## src/hdl/sadc_regs.svh

```systemverilog
`ifndef SADC_REGS_SVH
`define SADC_REGS_SVH

// ************************************
// Widths
// ************************************
`define SADC_RES_W 10
`define SADC_ADDR_W 4
`define SADC_CH_N 12
`define SADC_BUF_DEPTH 2

// ************************************
// Codes and counts
// ************************************
`define SADC_SELFTEST_CH 4'hb
`define SADC_CONV_PERIODS 6'h2c
`define SADC_CONV_LAST 6'h2b
`define SADC_BIT_PERIODS 6'h28
`define SADC_GUARD_PERIODS 2'h3
`define SADC_ADDR_EDGES 3'h4
`define SADC_SHIFT_EDGES 4'h9
`define SADC_SAR_MSB 10'h200
`define SADC_PIN_RST 5'h10

`endif

```

## src/hdl/sadc_pkg.sv

```systemverilog
package sadc_pkg;
`include "sadc_regs.svh"

	typedef logic [`SADC_RES_W-1:0] sadc_result_t;
	typedef logic [`SADC_ADDR_W-1:0] sadc_addr_t;
	typedef logic [`SADC_CH_N-1:0] sadc_chsel_t;

	// Host pins, all asynchronous to ref_clk_i
	typedef struct packed {
		logic cs_n;
		logic io_clk;
		logic conv_clk;
		logic addr;
	} sadc_pins_s;

	// Three-state serial output
	typedef struct packed {
		logic dout;
		logic oe;
	} sadc_dout_s;

	typedef enum logic [1:0] {FR_IDLE, FR_GUARD, FR_XFER, FR_WAIT} sadc_frame_e;
	typedef enum logic [1:0] {CV_IDLE, CV_RUN, CV_PUSH} sadc_conv_e;

endpackage

```

## src/hdl/sadc_port.sv

```systemverilog
// Contract
// - A conversion lasts exactly 44 conversion-clock periods.
// - Tenth falling transfer edge starts conversion of the latched channel.
// - Select falling presents previous result MSB without any transfer edge.
// - Nine lower result bits shift out on first nine falling edges, MSB first.
// - After select falls, control inputs ignored for three conversion periods.
// - Twelve-way selector: eleven external inputs or self-test voltage.
// - Sample and hold runs automatically within each transfer.
// - Address shifts in while result shifts out; output is three-state.
// - Address bits captured on rising transfer-clock edges.
`timescale 1ns/10ps
`include "sadc_regs.svh"
module sadc_port (
	input wire logic ref_clk_i,
	input wire logic nrst_i,
	input wire logic ce_i,
	input sadc_pkg::sadc_pins_s pins_i,
	input wire logic cmp_i,
	output sadc_pkg::sadc_dout_s serial_o,
	output sadc_pkg::sadc_chsel_t chan_sel_o,
	output logic sample_o,
	output sadc_pkg::sadc_result_t dac_code_o,
	output logic busy_o
);
	import sadc_pkg::*;

	// ************************************
	// Pin synchronisation and edges
	// ************************************
	sadc_pins_s pins_s;
	logic cmp_s;
	logic cs_d;
	logic io_d;
	logic sys_d;

	sadc_sync #(
		.W(5),
		.RST_VAL(`SADC_PIN_RST)
	) u_sync (
		.ref_clk_i(ref_clk_i),
		.nrst_i(nrst_i),
		.ce_i(ce_i),
		.async_i({pins_i, cmp_i}),
		.sync_o({pins_s, cmp_s})
	);

	always_ff @(posedge ref_clk_i or negedge nrst_i)
	begin
		if (!nrst_i)
		begin
			cs_d <= 1'b1;
			io_d <= 1'b0;
			sys_d <= 1'b0;
		end
		else if (ce_i)
		begin
			cs_d <= pins_s.cs_n;
			io_d <= pins_s.io_clk;
			sys_d <= pins_s.conv_clk;
		end
	end

	logic cs_fall;
	logic io_rise;
	logic io_fall;
	logic sys_rise;

	assign cs_fall = cs_d && !pins_s.cs_n;
	assign io_rise = !io_d && pins_s.io_clk;
	assign io_fall = io_d && !pins_s.io_clk;
	assign sys_rise = !sys_d && pins_s.conv_clk;

	// ************************************
	// Frame sequencing
	// ************************************
	sadc_frame_e fr_st;
	sadc_conv_e cv_st;
	logic [1:0] guard_cnt;
	logic [2:0] rise_cnt;
	logic [3:0] fall_cnt;
	logic load;
	logic addr_rise;
	logic data_fall;
	logic tenth_fall;
	logic conv_start;

	assign load = cs_fall && (fr_st == FR_IDLE);
	assign addr_rise = io_rise && !pins_s.cs_n && (fr_st == FR_XFER)
		&& (rise_cnt < `SADC_ADDR_EDGES);
	assign data_fall = io_fall && !pins_s.cs_n && (fr_st == FR_XFER)
		&& (fall_cnt < `SADC_SHIFT_EDGES);
	assign tenth_fall = io_fall && !pins_s.cs_n && (fr_st == FR_XFER)
		&& (fall_cnt == `SADC_SHIFT_EDGES);
	assign conv_start = tenth_fall && (cv_st == CV_IDLE);

	always_ff @(posedge ref_clk_i or negedge nrst_i)
	begin
		if (!nrst_i)
		begin
			fr_st <= FR_IDLE;
			guard_cnt <= '0;
			rise_cnt <= '0;
			fall_cnt <= '0;
		end
		else if (ce_i)
		begin
			if (pins_s.cs_n)
			begin
				fr_st <= FR_IDLE;
			end
			else
			begin
				case (fr_st)
					FR_IDLE:
					begin
						if (cs_fall)
						begin
							fr_st <= FR_GUARD;
							guard_cnt <= '0;
							rise_cnt <= '0;
							fall_cnt <= '0;
						end
					end
					FR_GUARD:
					begin
						if (sys_rise)
						begin
							guard_cnt <= guard_cnt + 1'b1;
							if (guard_cnt == `SADC_GUARD_PERIODS - 2'h1)
							begin
								fr_st <= FR_XFER;
							end
						end
					end
					FR_XFER:
					begin
						if (addr_rise)
						begin
							rise_cnt <= rise_cnt + 1'b1;
						end
						if (data_fall)
						begin
							fall_cnt <= fall_cnt + 1'b1;
						end
						if (tenth_fall)
						begin
							fr_st <= FR_WAIT;
						end
					end
					FR_WAIT: fr_st <= FR_WAIT;
					default: fr_st <= FR_IDLE;
				endcase
			end
		end
	end

	// ************************************
	// Result buffer and serial output
	// ************************************
	sadc_result_t sar_code;
	sadc_result_t held;
	sadc_result_t shifter;
	sadc_result_t buf_data;
	logic buf_in_ready;
	logic buf_out_valid;
	logic pop;

	assign pop = load && buf_out_valid;

	// Two entries let a finished result wait while a frame is still reading
	sadc_buf #(
		.W(`SADC_RES_W),
		.DEPTH(`SADC_BUF_DEPTH)
	) u_buf (
		.ref_clk_i(ref_clk_i),
		.nrst_i(nrst_i),
		.ce_i(ce_i),
		.in_valid_i(cv_st == CV_PUSH),
		.in_ready_o(buf_in_ready),
		.in_data_i(sar_code),
		.out_valid_o(buf_out_valid),
		.out_ready_i(pop),
		.out_data_o(buf_data)
	);

	always_ff @(posedge ref_clk_i or negedge nrst_i)
	begin
		if (!nrst_i)
		begin
			held <= '0;
			shifter <= '0;
			serial_o <= '0;
		end
		else if (ce_i)
		begin
			if (pins_s.cs_n)
			begin
				serial_o.oe <= 1'b0;
			end
			else if (load)
			begin
				held <= buf_out_valid ? buf_data : held;
				shifter <= buf_out_valid ? buf_data : held;
				serial_o.dout <= buf_out_valid ? buf_data[`SADC_RES_W-1] : held[`SADC_RES_W-1];
				serial_o.oe <= 1'b1;
			end
			else if (data_fall)
			begin
				shifter <= {shifter[`SADC_RES_W-2:0], 1'b0};
				serial_o.dout <= shifter[`SADC_RES_W-2];
			end
		end
	end

	// ************************************
	// Channel address and selector
	// ************************************
	sadc_addr_t addr_sh;
	sadc_addr_t chan_latch;
	sadc_addr_t sar_chan;

	always_ff @(posedge ref_clk_i or negedge nrst_i)
	begin
		if (!nrst_i)
		begin
			addr_sh <= '0;
			chan_latch <= '0;
		end
		else if (ce_i && addr_rise)
		begin
			addr_sh <= {addr_sh[`SADC_ADDR_W-2:0], pins_s.addr};
			if (rise_cnt == `SADC_ADDR_EDGES - 3'h1)
			begin
				chan_latch <= {addr_sh[`SADC_ADDR_W-2:0], pins_s.addr};
			end
		end
	end

	always_ff @(posedge ref_clk_i or negedge nrst_i)
	begin
		if (!nrst_i)
		begin
			chan_sel_o <= sadc_chsel_t'(1);
			sample_o <= 1'b0;
		end
		else if (ce_i)
		begin
			chan_sel_o <= '0;
			if (chan_latch >= `SADC_SELFTEST_CH)
			begin
				chan_sel_o[`SADC_SELFTEST_CH] <= 1'b1;
			end
			else
			begin
				chan_sel_o[chan_latch] <= 1'b1;
			end
			if (tenth_fall)
			begin
				sample_o <= 1'b0;
			end
			else if (addr_rise && rise_cnt == `SADC_ADDR_EDGES - 3'h1)
			begin
				sample_o <= 1'b1;
			end
		end
	end

	// ************************************
	// Successive approximation
	// ************************************
	logic [5:0] cv_cnt;
	sadc_result_t trial;

	always_ff @(posedge ref_clk_i or negedge nrst_i)
	begin
		if (!nrst_i)
		begin
			cv_st <= CV_IDLE;
			cv_cnt <= '0;
			trial <= '0;
			sar_code <= '0;
			sar_chan <= '0;
		end
		else if (ce_i)
		begin
			case (cv_st)
				CV_IDLE:
				begin
					if (conv_start)
					begin
						cv_st <= CV_RUN;
						cv_cnt <= '0;
						trial <= `SADC_SAR_MSB;
						sar_code <= `SADC_SAR_MSB;
						sar_chan <= chan_latch;
					end
				end
				CV_RUN:
				begin
					if (sys_rise)
					begin
						cv_cnt <= cv_cnt + 1'b1;
						if (cv_cnt[1:0] == 2'h3 && cv_cnt < `SADC_BIT_PERIODS)
						begin
							sar_code <= (cmp_s ? sar_code : sar_code & ~trial) | (trial >> 1);
							trial <= trial >> 1;
						end
						if (cv_cnt == `SADC_CONV_LAST)
						begin
							cv_st <= CV_PUSH;
						end
					end
				end
				// Stall here rather than drop a result
				CV_PUSH:
				begin
					if (buf_in_ready)
					begin
						cv_st <= CV_IDLE;
					end
				end
				default: cv_st <= CV_IDLE;
			endcase
		end
	end

	always_ff @(posedge ref_clk_i or negedge nrst_i)
	begin
		if (!nrst_i)
		begin
			dac_code_o <= '0;
			busy_o <= 1'b0;
		end
		else if (ce_i)
		begin
			dac_code_o <= sar_code;
			busy_o <= conv_start || (cv_st == CV_RUN)
				|| (cv_st == CV_PUSH && !buf_in_ready);
		end
	end
endmodule

```

## src/hdl/sadc_sync.sv

```systemverilog
`timescale 1ns/10ps
module sadc_sync #(
	parameter int W = 1,
	parameter logic [W-1:0] RST_VAL = '0
) (
	input wire logic ref_clk_i,
	input wire logic nrst_i,
	input wire logic ce_i,
	input wire logic [W-1:0] async_i,
	output logic [W-1:0] sync_o
);
	logic [W-1:0] meta;

	// First stage feeds only the second stage
	always_ff @(posedge ref_clk_i or negedge nrst_i)
	begin
		if (!nrst_i)
		begin
			meta <= RST_VAL;
			sync_o <= RST_VAL;
		end
		else if (ce_i)
		begin
			meta <= async_i;
			sync_o <= meta;
		end
	end
endmodule

```

## src/hdl/sadc_buf.sv

```systemverilog
`timescale 1ns/10ps
module sadc_buf #(
	parameter int W = 10,
	parameter int DEPTH = 2
) (
	input wire logic ref_clk_i,
	input wire logic nrst_i,
	input wire logic ce_i,
	input wire logic in_valid_i,
	output logic in_ready_o,
	input wire logic [W-1:0] in_data_i,
	output logic out_valid_o,
	input wire logic out_ready_i,
	output logic [W-1:0] out_data_o
);
	localparam int AW = (DEPTH > 1) ? $clog2(DEPTH) : 1;

	logic [W-1:0] mem [DEPTH];
	logic [AW-1:0] wr_idx;
	logic [AW-1:0] rd_idx;
	logic [AW:0] count;
	logic push;
	logic pop;

	assign in_ready_o = (count != (AW+1)'(DEPTH));
	assign out_valid_o = (count != '0);
	assign out_data_o = mem[rd_idx];
	assign push = in_valid_i && in_ready_o;
	assign pop = out_valid_o && out_ready_i;

	always_ff @(posedge ref_clk_i or negedge nrst_i)
	begin
		if (!nrst_i)
		begin
			for (int i = 0; i < DEPTH; i++)
			begin
				mem[i] <= '0;
			end
		end
		else if (ce_i && push)
		begin
			mem[wr_idx] <= in_data_i;
		end
	end

	// Index wrap works for any depth, not only powers of two
	always_ff @(posedge ref_clk_i or negedge nrst_i)
	begin
		if (!nrst_i)
		begin
			wr_idx <= '0;
			rd_idx <= '0;
			count <= '0;
		end
		else if (ce_i)
		begin
			if (push)
			begin
				wr_idx <= (wr_idx == AW'(DEPTH-1)) ? '0 : wr_idx + 1'b1;
			end
			if (pop)
			begin
				rd_idx <= (rd_idx == AW'(DEPTH-1)) ? '0 : rd_idx + 1'b1;
			end
			case ({push, pop})
				2'b10: count <= count + 1'b1;
				2'b01: count <= count - 1'b1;
				default: count <= count;
			endcase
		end
	end
endmodule

```

## config.mk

```make
export PLATFORM = sky130hd
export DESIGN_NAME = sadc_port
export DESIGN_NICKNAME = d
export VERILOG_FILES = /design/src/hdl/sadc_pkg.sv /design/src/hdl/sadc_port.sv /design/src/hdl/sadc_sync.sv /design/src/hdl/sadc_buf.sv
export VERILOG_INCLUDE_DIRS = /design/src /design/src/hdl
export SDC_FILE = /design/constraint.sdc
export NUM_CORES = 1
export LEC_CHECK = 0
export ABC_CLOCK_PERIOD_IN_PS = 3100
export BUFFER_PORTS_ARGS = -buffer_cell sky130_fd_sc_hd__buf_2
export CAP_MARGIN = 20
export CORE_MARGIN = 1
export CORE_UTILIZATION = 60
export CTS_BUF_LIST = sky130_fd_sc_hd__clkbuf_4 sky130_fd_sc_hd__clkbuf_8 sky130_fd_sc_hd__clkbuf_16
export CTS_CLUSTER_DIAMETER = 120
export DETAILED_ROUTE_END_ITERATION = 7
export MAX_ROUTING_LAYER = met4
export PLACE_DENSITY = 0.79
export SLEW_MARGIN = 5
export SYNTH_ARGS = -nofsm -noshare
export SYNTH_HDL_FRONTEND = slang
export SYNTH_SLANG_ARGS = --single-unit
```

## constraint.sdc

```tcl
create_clock -name ref_clk_i -period 3.1 [get_ports ref_clk_i]
set_input_delay 0.465 -clock ref_clk_i [delete_from_list [all_inputs] [get_ports ref_clk_i]]
set_output_delay 0.465 -clock ref_clk_i [all_outputs]
set_load 0.005 [all_outputs]
```

; Word level (Yosys, flattened, before mapping)
; Cells that the tools add are included.
[op_classes]
add_sub_neg = 8
n_lt_le_gt_ge = 9
n_eq_ne = 26
n_mux = 54
bitwise = 6
reduce_logical = 55
[ops]
columns = op, count
row1 = 2-to-1 mux 10 bit, 11
row2 = case mux 10 bit (2 select lines), 2
row3 = AND reduction 5 bit, 6
row4 = logical AND 1 bit, 23
row5 = 2-to-1 mux 2 bit, 11
row6 = bitwise mux 20 bit, 1
row7 = != test 2 bit (second input constant), 10
row8 = 2-to-1 mux 9 bit, 2
row9 = nonzero test 2 bit, 8
row10 = == test 2 bit (second input constant), 6
row11 = 2-to-1 mux 6 bit, 2
row12 = != test 3 x 2 -> 1 bit (second input constant), 4
row13 = case mux 6 bit (2 select lines), 1
row14 = AND reduction 2 bit, 6
row15 = 2-to-1 mux 1 bit, 11
row16 = 2-to-1 mux 11 bit, 1
row17 = AND 10 bit, 1
row18 = demux 10 bit (select 1 bit), 1
row19 = NOT 10 bit, 1
row20 = OR 10 x 9 -> 10 bit, 1
row21 = 2-to-1 mux 4 bit, 2
row22 = case mux 2 bit (2 select lines), 2
row23 = case mux 2 bit (4 select lines), 1
row24 = case mux 4 bit (2 select lines), 1
row25 = 29 further kinds, 43
[word_totals]
register_bits = 128
out_inout_bits = 26
word_cells = 186

; Depth between registers and ports, before layout
[logic_depth]
word_depth = 8
ltp_mapped = 9
depth_no_buf = 6

; Hierarchy
; Synthesis repeated with hierarchy kept, for this count alone.
[unflattened]
hier_cells = 507
hier_area_um2 = 5955.7
[modules_own_cells]
columns = mod, instances, cells_each, area_each_um2, seq_area_each_um2
row1 = sadc_port, 1, 414, 4449.3, 2354.8
row2 = sadc_buf, 1, 72, 1092.3, 600.6
row3 = sadc_sync, 1, 21, 414.1, 252.7

; Least setup slack after synthesis
; Ideal clock, no wire load.
[synth_path]
path_kind = register to register
start = register u_sync.sync_o[4]
end = register u_buf.count[1]
setup_time_ns = 0.079
arrival_ns = 2.065
t_required_ns = 3.021
setup_slack_ns = 0.955
path_stages_with_launch = 10
n_path_buf = 3
cell_sequence = dfstp_2 buf_2 or4b_1 buf_2 buf_2 nor2_1 ha_1 nand2b_1 nor2_1 xor2_1
[synth_between]
elab_chain_len = 8
elab_cells_between_ends = 10
[synth_lines]
columns = element, line
row1 = from (decl), sadc_sync.sv:10  ; output logic [W-1:0] sync_o
row2 = from (signal assigned), sadc_sync.sv:25  ; sync_o <= meta;
row3 = zero test 1 bit *, sadc_port.sv:68  ; assign cs_fall = cs_d && !pins_s.cs_n;
row4 = logical AND 1 bit *, sadc_port.sv:68
row5 = logical AND 1 bit *, sadc_port.sv:87  ; assign load = cs_fall && (fr_st == FR_IDLE);
row6 = logical AND 1 bit *, sadc_port.sv:168  ; assign pop = load && buf_out_valid;
row7 = logical AND 1 bit *, sadc_buf.sv:29  ; assign pop = out_valid_o && out_ready_i;
row8 = == test 2 bit or == test 2 x 1 -> 1 bit (tied branches), sadc_buf.sv:65  ; case ({push, pop})
row9 = nonzero test 2 bit (no source line), --
row10 = AND reduction 2 bit (no source line), --
row11 = to (signal assigned), sadc_buf.sv:66  ; 2'b10: count <= count + 1'b1;
row12 = to (signal assigned), sadc_buf.sv:67  ; 2'b01: count <= count - 1'b1;
row13 = to (signal assigned), sadc_buf.sv:68  ; default: count <= count;
row14 = to (decl), sadc_buf.sv:21  ; logic [AW:0] count;
; Mark *: on every way between the ends. The rest lies on a longest branch, timed or not.
; A chain may end at the register's enable or synchronous reset.

; Worst setup path after layout
[layout_path]
start = register fr_st[1]
end = register u_buf.count[1]
[layout_between]
elab_chain_len = 7
elab_cells_between_ends = 9
[layout_lines]
columns = element, line
row1 = from (decl), sadc_port.sv:76  ; sadc_frame_e fr_st;
row2 = from (signal assigned), sadc_port.sv:100  ; fr_st <= FR_IDLE;
row3 = from (signal assigned), sadc_port.sv:109  ; fr_st <= FR_IDLE;
row4 = from (signal assigned), sadc_port.sv:118  ; fr_st <= FR_GUARD;
row5 = zero test 2 bit *, sadc_port.sv:87
row6 = logical AND 1 bit *, sadc_port.sv:87
row7 = logical AND 1 bit *, sadc_port.sv:168
row8 = logical AND 1 bit *, sadc_buf.sv:29
row9 = == test 2 bit or == test 2 x 1 -> 1 bit (tied branches), sadc_buf.sv:65
row10 = nonzero test 2 bit (no source line), --
row11 = AND reduction 2 bit (no source line), --
; Marked as above.

==> flow_summary.json <==
{
  "max-cap-violations": 0,
  "core_region_area_mm2": 0.009328,
  "drive_gt1_share_pct": 26.97,
  "clock-sinks": 128,
  "grtUsageTotal_pct": 25.98,
  "slew_headroom_pct": 49.37,
  "synthMuxAreaShare_pct": 13.49,
  "layout_setup_ws_ps": 770.1,
  "syn_inst": 502,
  "ys_ff_latch": 128,
  "rows": 35,
  "cts_resized": 0,
  "syn-cell-area_mm2": 0.005827,
  "grt_max_degree": 58,
  "dp_cells": 642,
  "maxSlewViolCount": 0,
  "cts_tree": "done",
  "vias": 3901,
  "vias_per_cell": 5.788,
  "nNetsFinal": 548,
  "clockBufferDepth": 2,
  "crit_path_end_kind": "register",
  "critPathKind": "register to register",
  "clock_latency_ps": 520,
  "power_density_mw_per_mm2": 742.9,
  "grt_overflow": 0,
  "avgSynthCellArea_um2": 11.61,
  "worst_pin_slew_ps": 758.6,
  "status": "complete, no violations",
  "fmax_ghz": 0.4292,
  "ys.flop_type": "dfrtp_1",
  "switchingPower_uw": 1439,
  "port_buffers": 33,
  "synth_compound_area_share_pct": 12.15,
  "synth_edf_count": 0,
  "initial_core_util_pct": 62.47,
  "synthTopCellsByCount": "dfrtp_1 (124), mux2_2 (60), nand2_1 (36)",
  "synthSimpleGateAreaFrac_pct": 12.84,
  "die_area_mm2": 0.01011,
  "async_flop_share_pct": 100.0,
  "place_area_mm2": 0.006078,
  "synthXorXnorAreaFrac_pct": 0.7516,
  "fill_cells": 657,
  "synth_top_family_by_area": "multiplexers",
  "io_pins": 34,
  "grt_pass1_wl_mm": 19.50,
  "first_pass_iters": 7,
  "critical_path.startpoint_type": "register",
  "syn_to_final_growth_pct": 14.49,
  "grt_pass1_vias": 4054,
  "p_leak_uw": 0.003161,
  "antenna_cells": 0,
  "cts_hold_buf": 0,
  "post_cts_buffers": 0,
  "yosys.area.top_type": "dfrtp_1",
  "synth_most_common_cell": "dfrtp_1",
  "rsz0062_at_grt": "false",
  "hold_path_class": "input port to asynchronous set/reset pin",
  "antenna_found_initial": 0,
  "finalSetupViolCount": 0,
  "comb_power_share_pct": 16.3,
  "gp_congestion": 0.7821,
  "cp_max_fo": 17,
  "synth_area_leaders": "dfrtp_1 (53%), mux2_2 (12%), o21ai_0 (2.4%)",
  "cp.required_ps": 3540,
  "synthAdderAreaFrac_pct": 1.718,
  "wl_mm": 11.24,
  "period_minus_slack_ps": 2330,
  "pre_cts_slack_ps": 799.3,
  "post-route-drc-count": 0,
  "fin_util_pct": 71.52,
  "hold_viol": 0,
  "drt-initial-drc-count": 201,
  "path_clk_slew_ps": 60,
  "postLayoutCellArea_mm2": 0.006671,
  "pwr-share-seq_pct": 44.3,
  "cts_buffers": 17,
  "die_w_um": 100.5,
  "hpwl_mm": 7.574,
  "critPathArrivalTime_ps": 2770,
  "synth.distinct_cells": 51,
  "die_h_um": 100.5,
  "synth.net_count": 518,
  "cts_htree_levels": 4,
  "period_share_pct": 75.16,
  "finClkSkew_ps": 7.459,
  "cell_internal_pwr_uw": 3517,
  "fin_tns_setup_ps": 0,
  "ys.warnings.count": 0,
  "peakVddDrop_mv": 0.5116,
  "antenna_left": 0,
  "p_sw_share_pct": 29.03,
  "wl_per_cell_um": 16.67,
  "cts_root_buf": "clkbuf_8",
  "ys_seq_area_share_pct": 55.06,
  "p_clk_share_pct": 39.5,
  "synth.top_cell.area_share_pct": 53.25,
  "stdcell_count": 674
}
[flip-flops by register name (all words and copies together) (netlist names), 2 cells and up]
name / flops
serial_o: 2
cv_st: 2
guard_cnt: 2
chan_sel_o: 12
trial: 10
shifter: 9
rise_cnt: 3
fall_cnt: 4
cv_cnt: 6
dac_code_o: 10
u_sync.meta: 5
u_buf.mem: 20
u_sync.sync_o: 5
fr_st: 2
u_buf.count: 2
held: 10
chan_latch: 4
sar_code: 10
addr_sh: 3
[cells in the final DEF, fill, tap and decap left out, types with 5 or more instances in the layout]
cell	instances
nand2_1	36
nand4_1	6
a21oi_1	11
a221o_1	9
nand3_1	14
a22o_1	14
and3_1	9
inv_6	5
dfrtp_1	124
buf_2	32
o31ai_1	12
ha_1	8
nand2b_1	13
nor2_1	19
o21ai_0	28
mux2_2	60
a211oi_1	7
mux2i_1	11
nor2b_1	14
buf_4	7
clkbuf_16	16
inv_1	24
[cells by family after synthesis]
kind of cell / after synthesis
AND/OR/NAND/NOR: 137
flip-flops: 128
AO/OA/AOI/OAI: 100
multiplexers: 71
buffers and inverters: 53
adder cells (fa/ha/maj): 8
XOR/XNOR: 5
[critical path, cell delays in order, from the launching register on]
cell      delay (ps)
dfrtp_1          480
or4b_1           830
nor2_1           210
ha_1             240
nand2b_1         180
nor2_1           150
xor2_1           160
[path summary, 6_finish.rpt]
kind,startpoint,to,slack [ps],cells after the start
max,fr_st[1]$_DFFE_PN0P_,u_buf.count[1]$_DFFE_PN0P_,770,6
min,nrst_i,held[6]$_DFFE_PN0P_,7,1
max reg2reg,fr_st[1]$_DFFE_PN0P_,u_buf.count[1]$_DFFE_PN0P_,770,6
min reg2reg,held[5]$_DFFE_PN0P_,held[5]$_DFFE_PN0P_,490,2
max in group asynchronous,nrst_i,u_sync.sync_o[4]$_DFFE_PN1P_,2340,2
min in group ref_clk_i,pins_i[1],u_sync.meta[2]$_DFFE_PN0P_,180,2
[layer usage]
metal  share of wire [%]  vias to the layer above  track usage, %
met1                  47                     1964           33.82
met3                 3.9                        5           6.865
li1                    -                     1851               -
met5                   0                        -               -
met2                  49                       81           40.62
met4                0.71                        0           7.246
[final cells by class]
class	count	area [um2]	area share (%)
clock buffers	19	441.7	6.620
clock inverters	13	151.4	2.269
inverters	24	90.09	1.350
multi-input cells	321	2386	35.77
flip-flops and latches	128	3208	48.09
well taps	129	161.4	2.419
repair buffers	40	232.7	3.488
[power by group through the flow]
| stage | sequential (uW) | combinational, uW | clock [uW] |
|---|---|---|---|
| floorplan | 2080 | 705 | 0 |
| global placement | 2200 | 760 | 0 |
| detailed placement | 2210 | 806 | 0 |
| CTS | 2190 | 815 | 1980 |
| global route | 2240 | 907 | 2070 |
| finish | 2200 | 805 | 1960 |
[stage by stage]
| step | total power [uW] | hold WS (ps) |
|---|---|---|
| global placement | 2957 | 459.4 |
| CTS | 4985 | 19.80 |
| finish | 4956 | 7.040 |
| floorplan | 2787 | 169.4 |
| detailed placement | 3021 | 475.0 |
| global route | 5209 | 49.95 |
No activity file was read; power rests on OpenSTA's default activity.
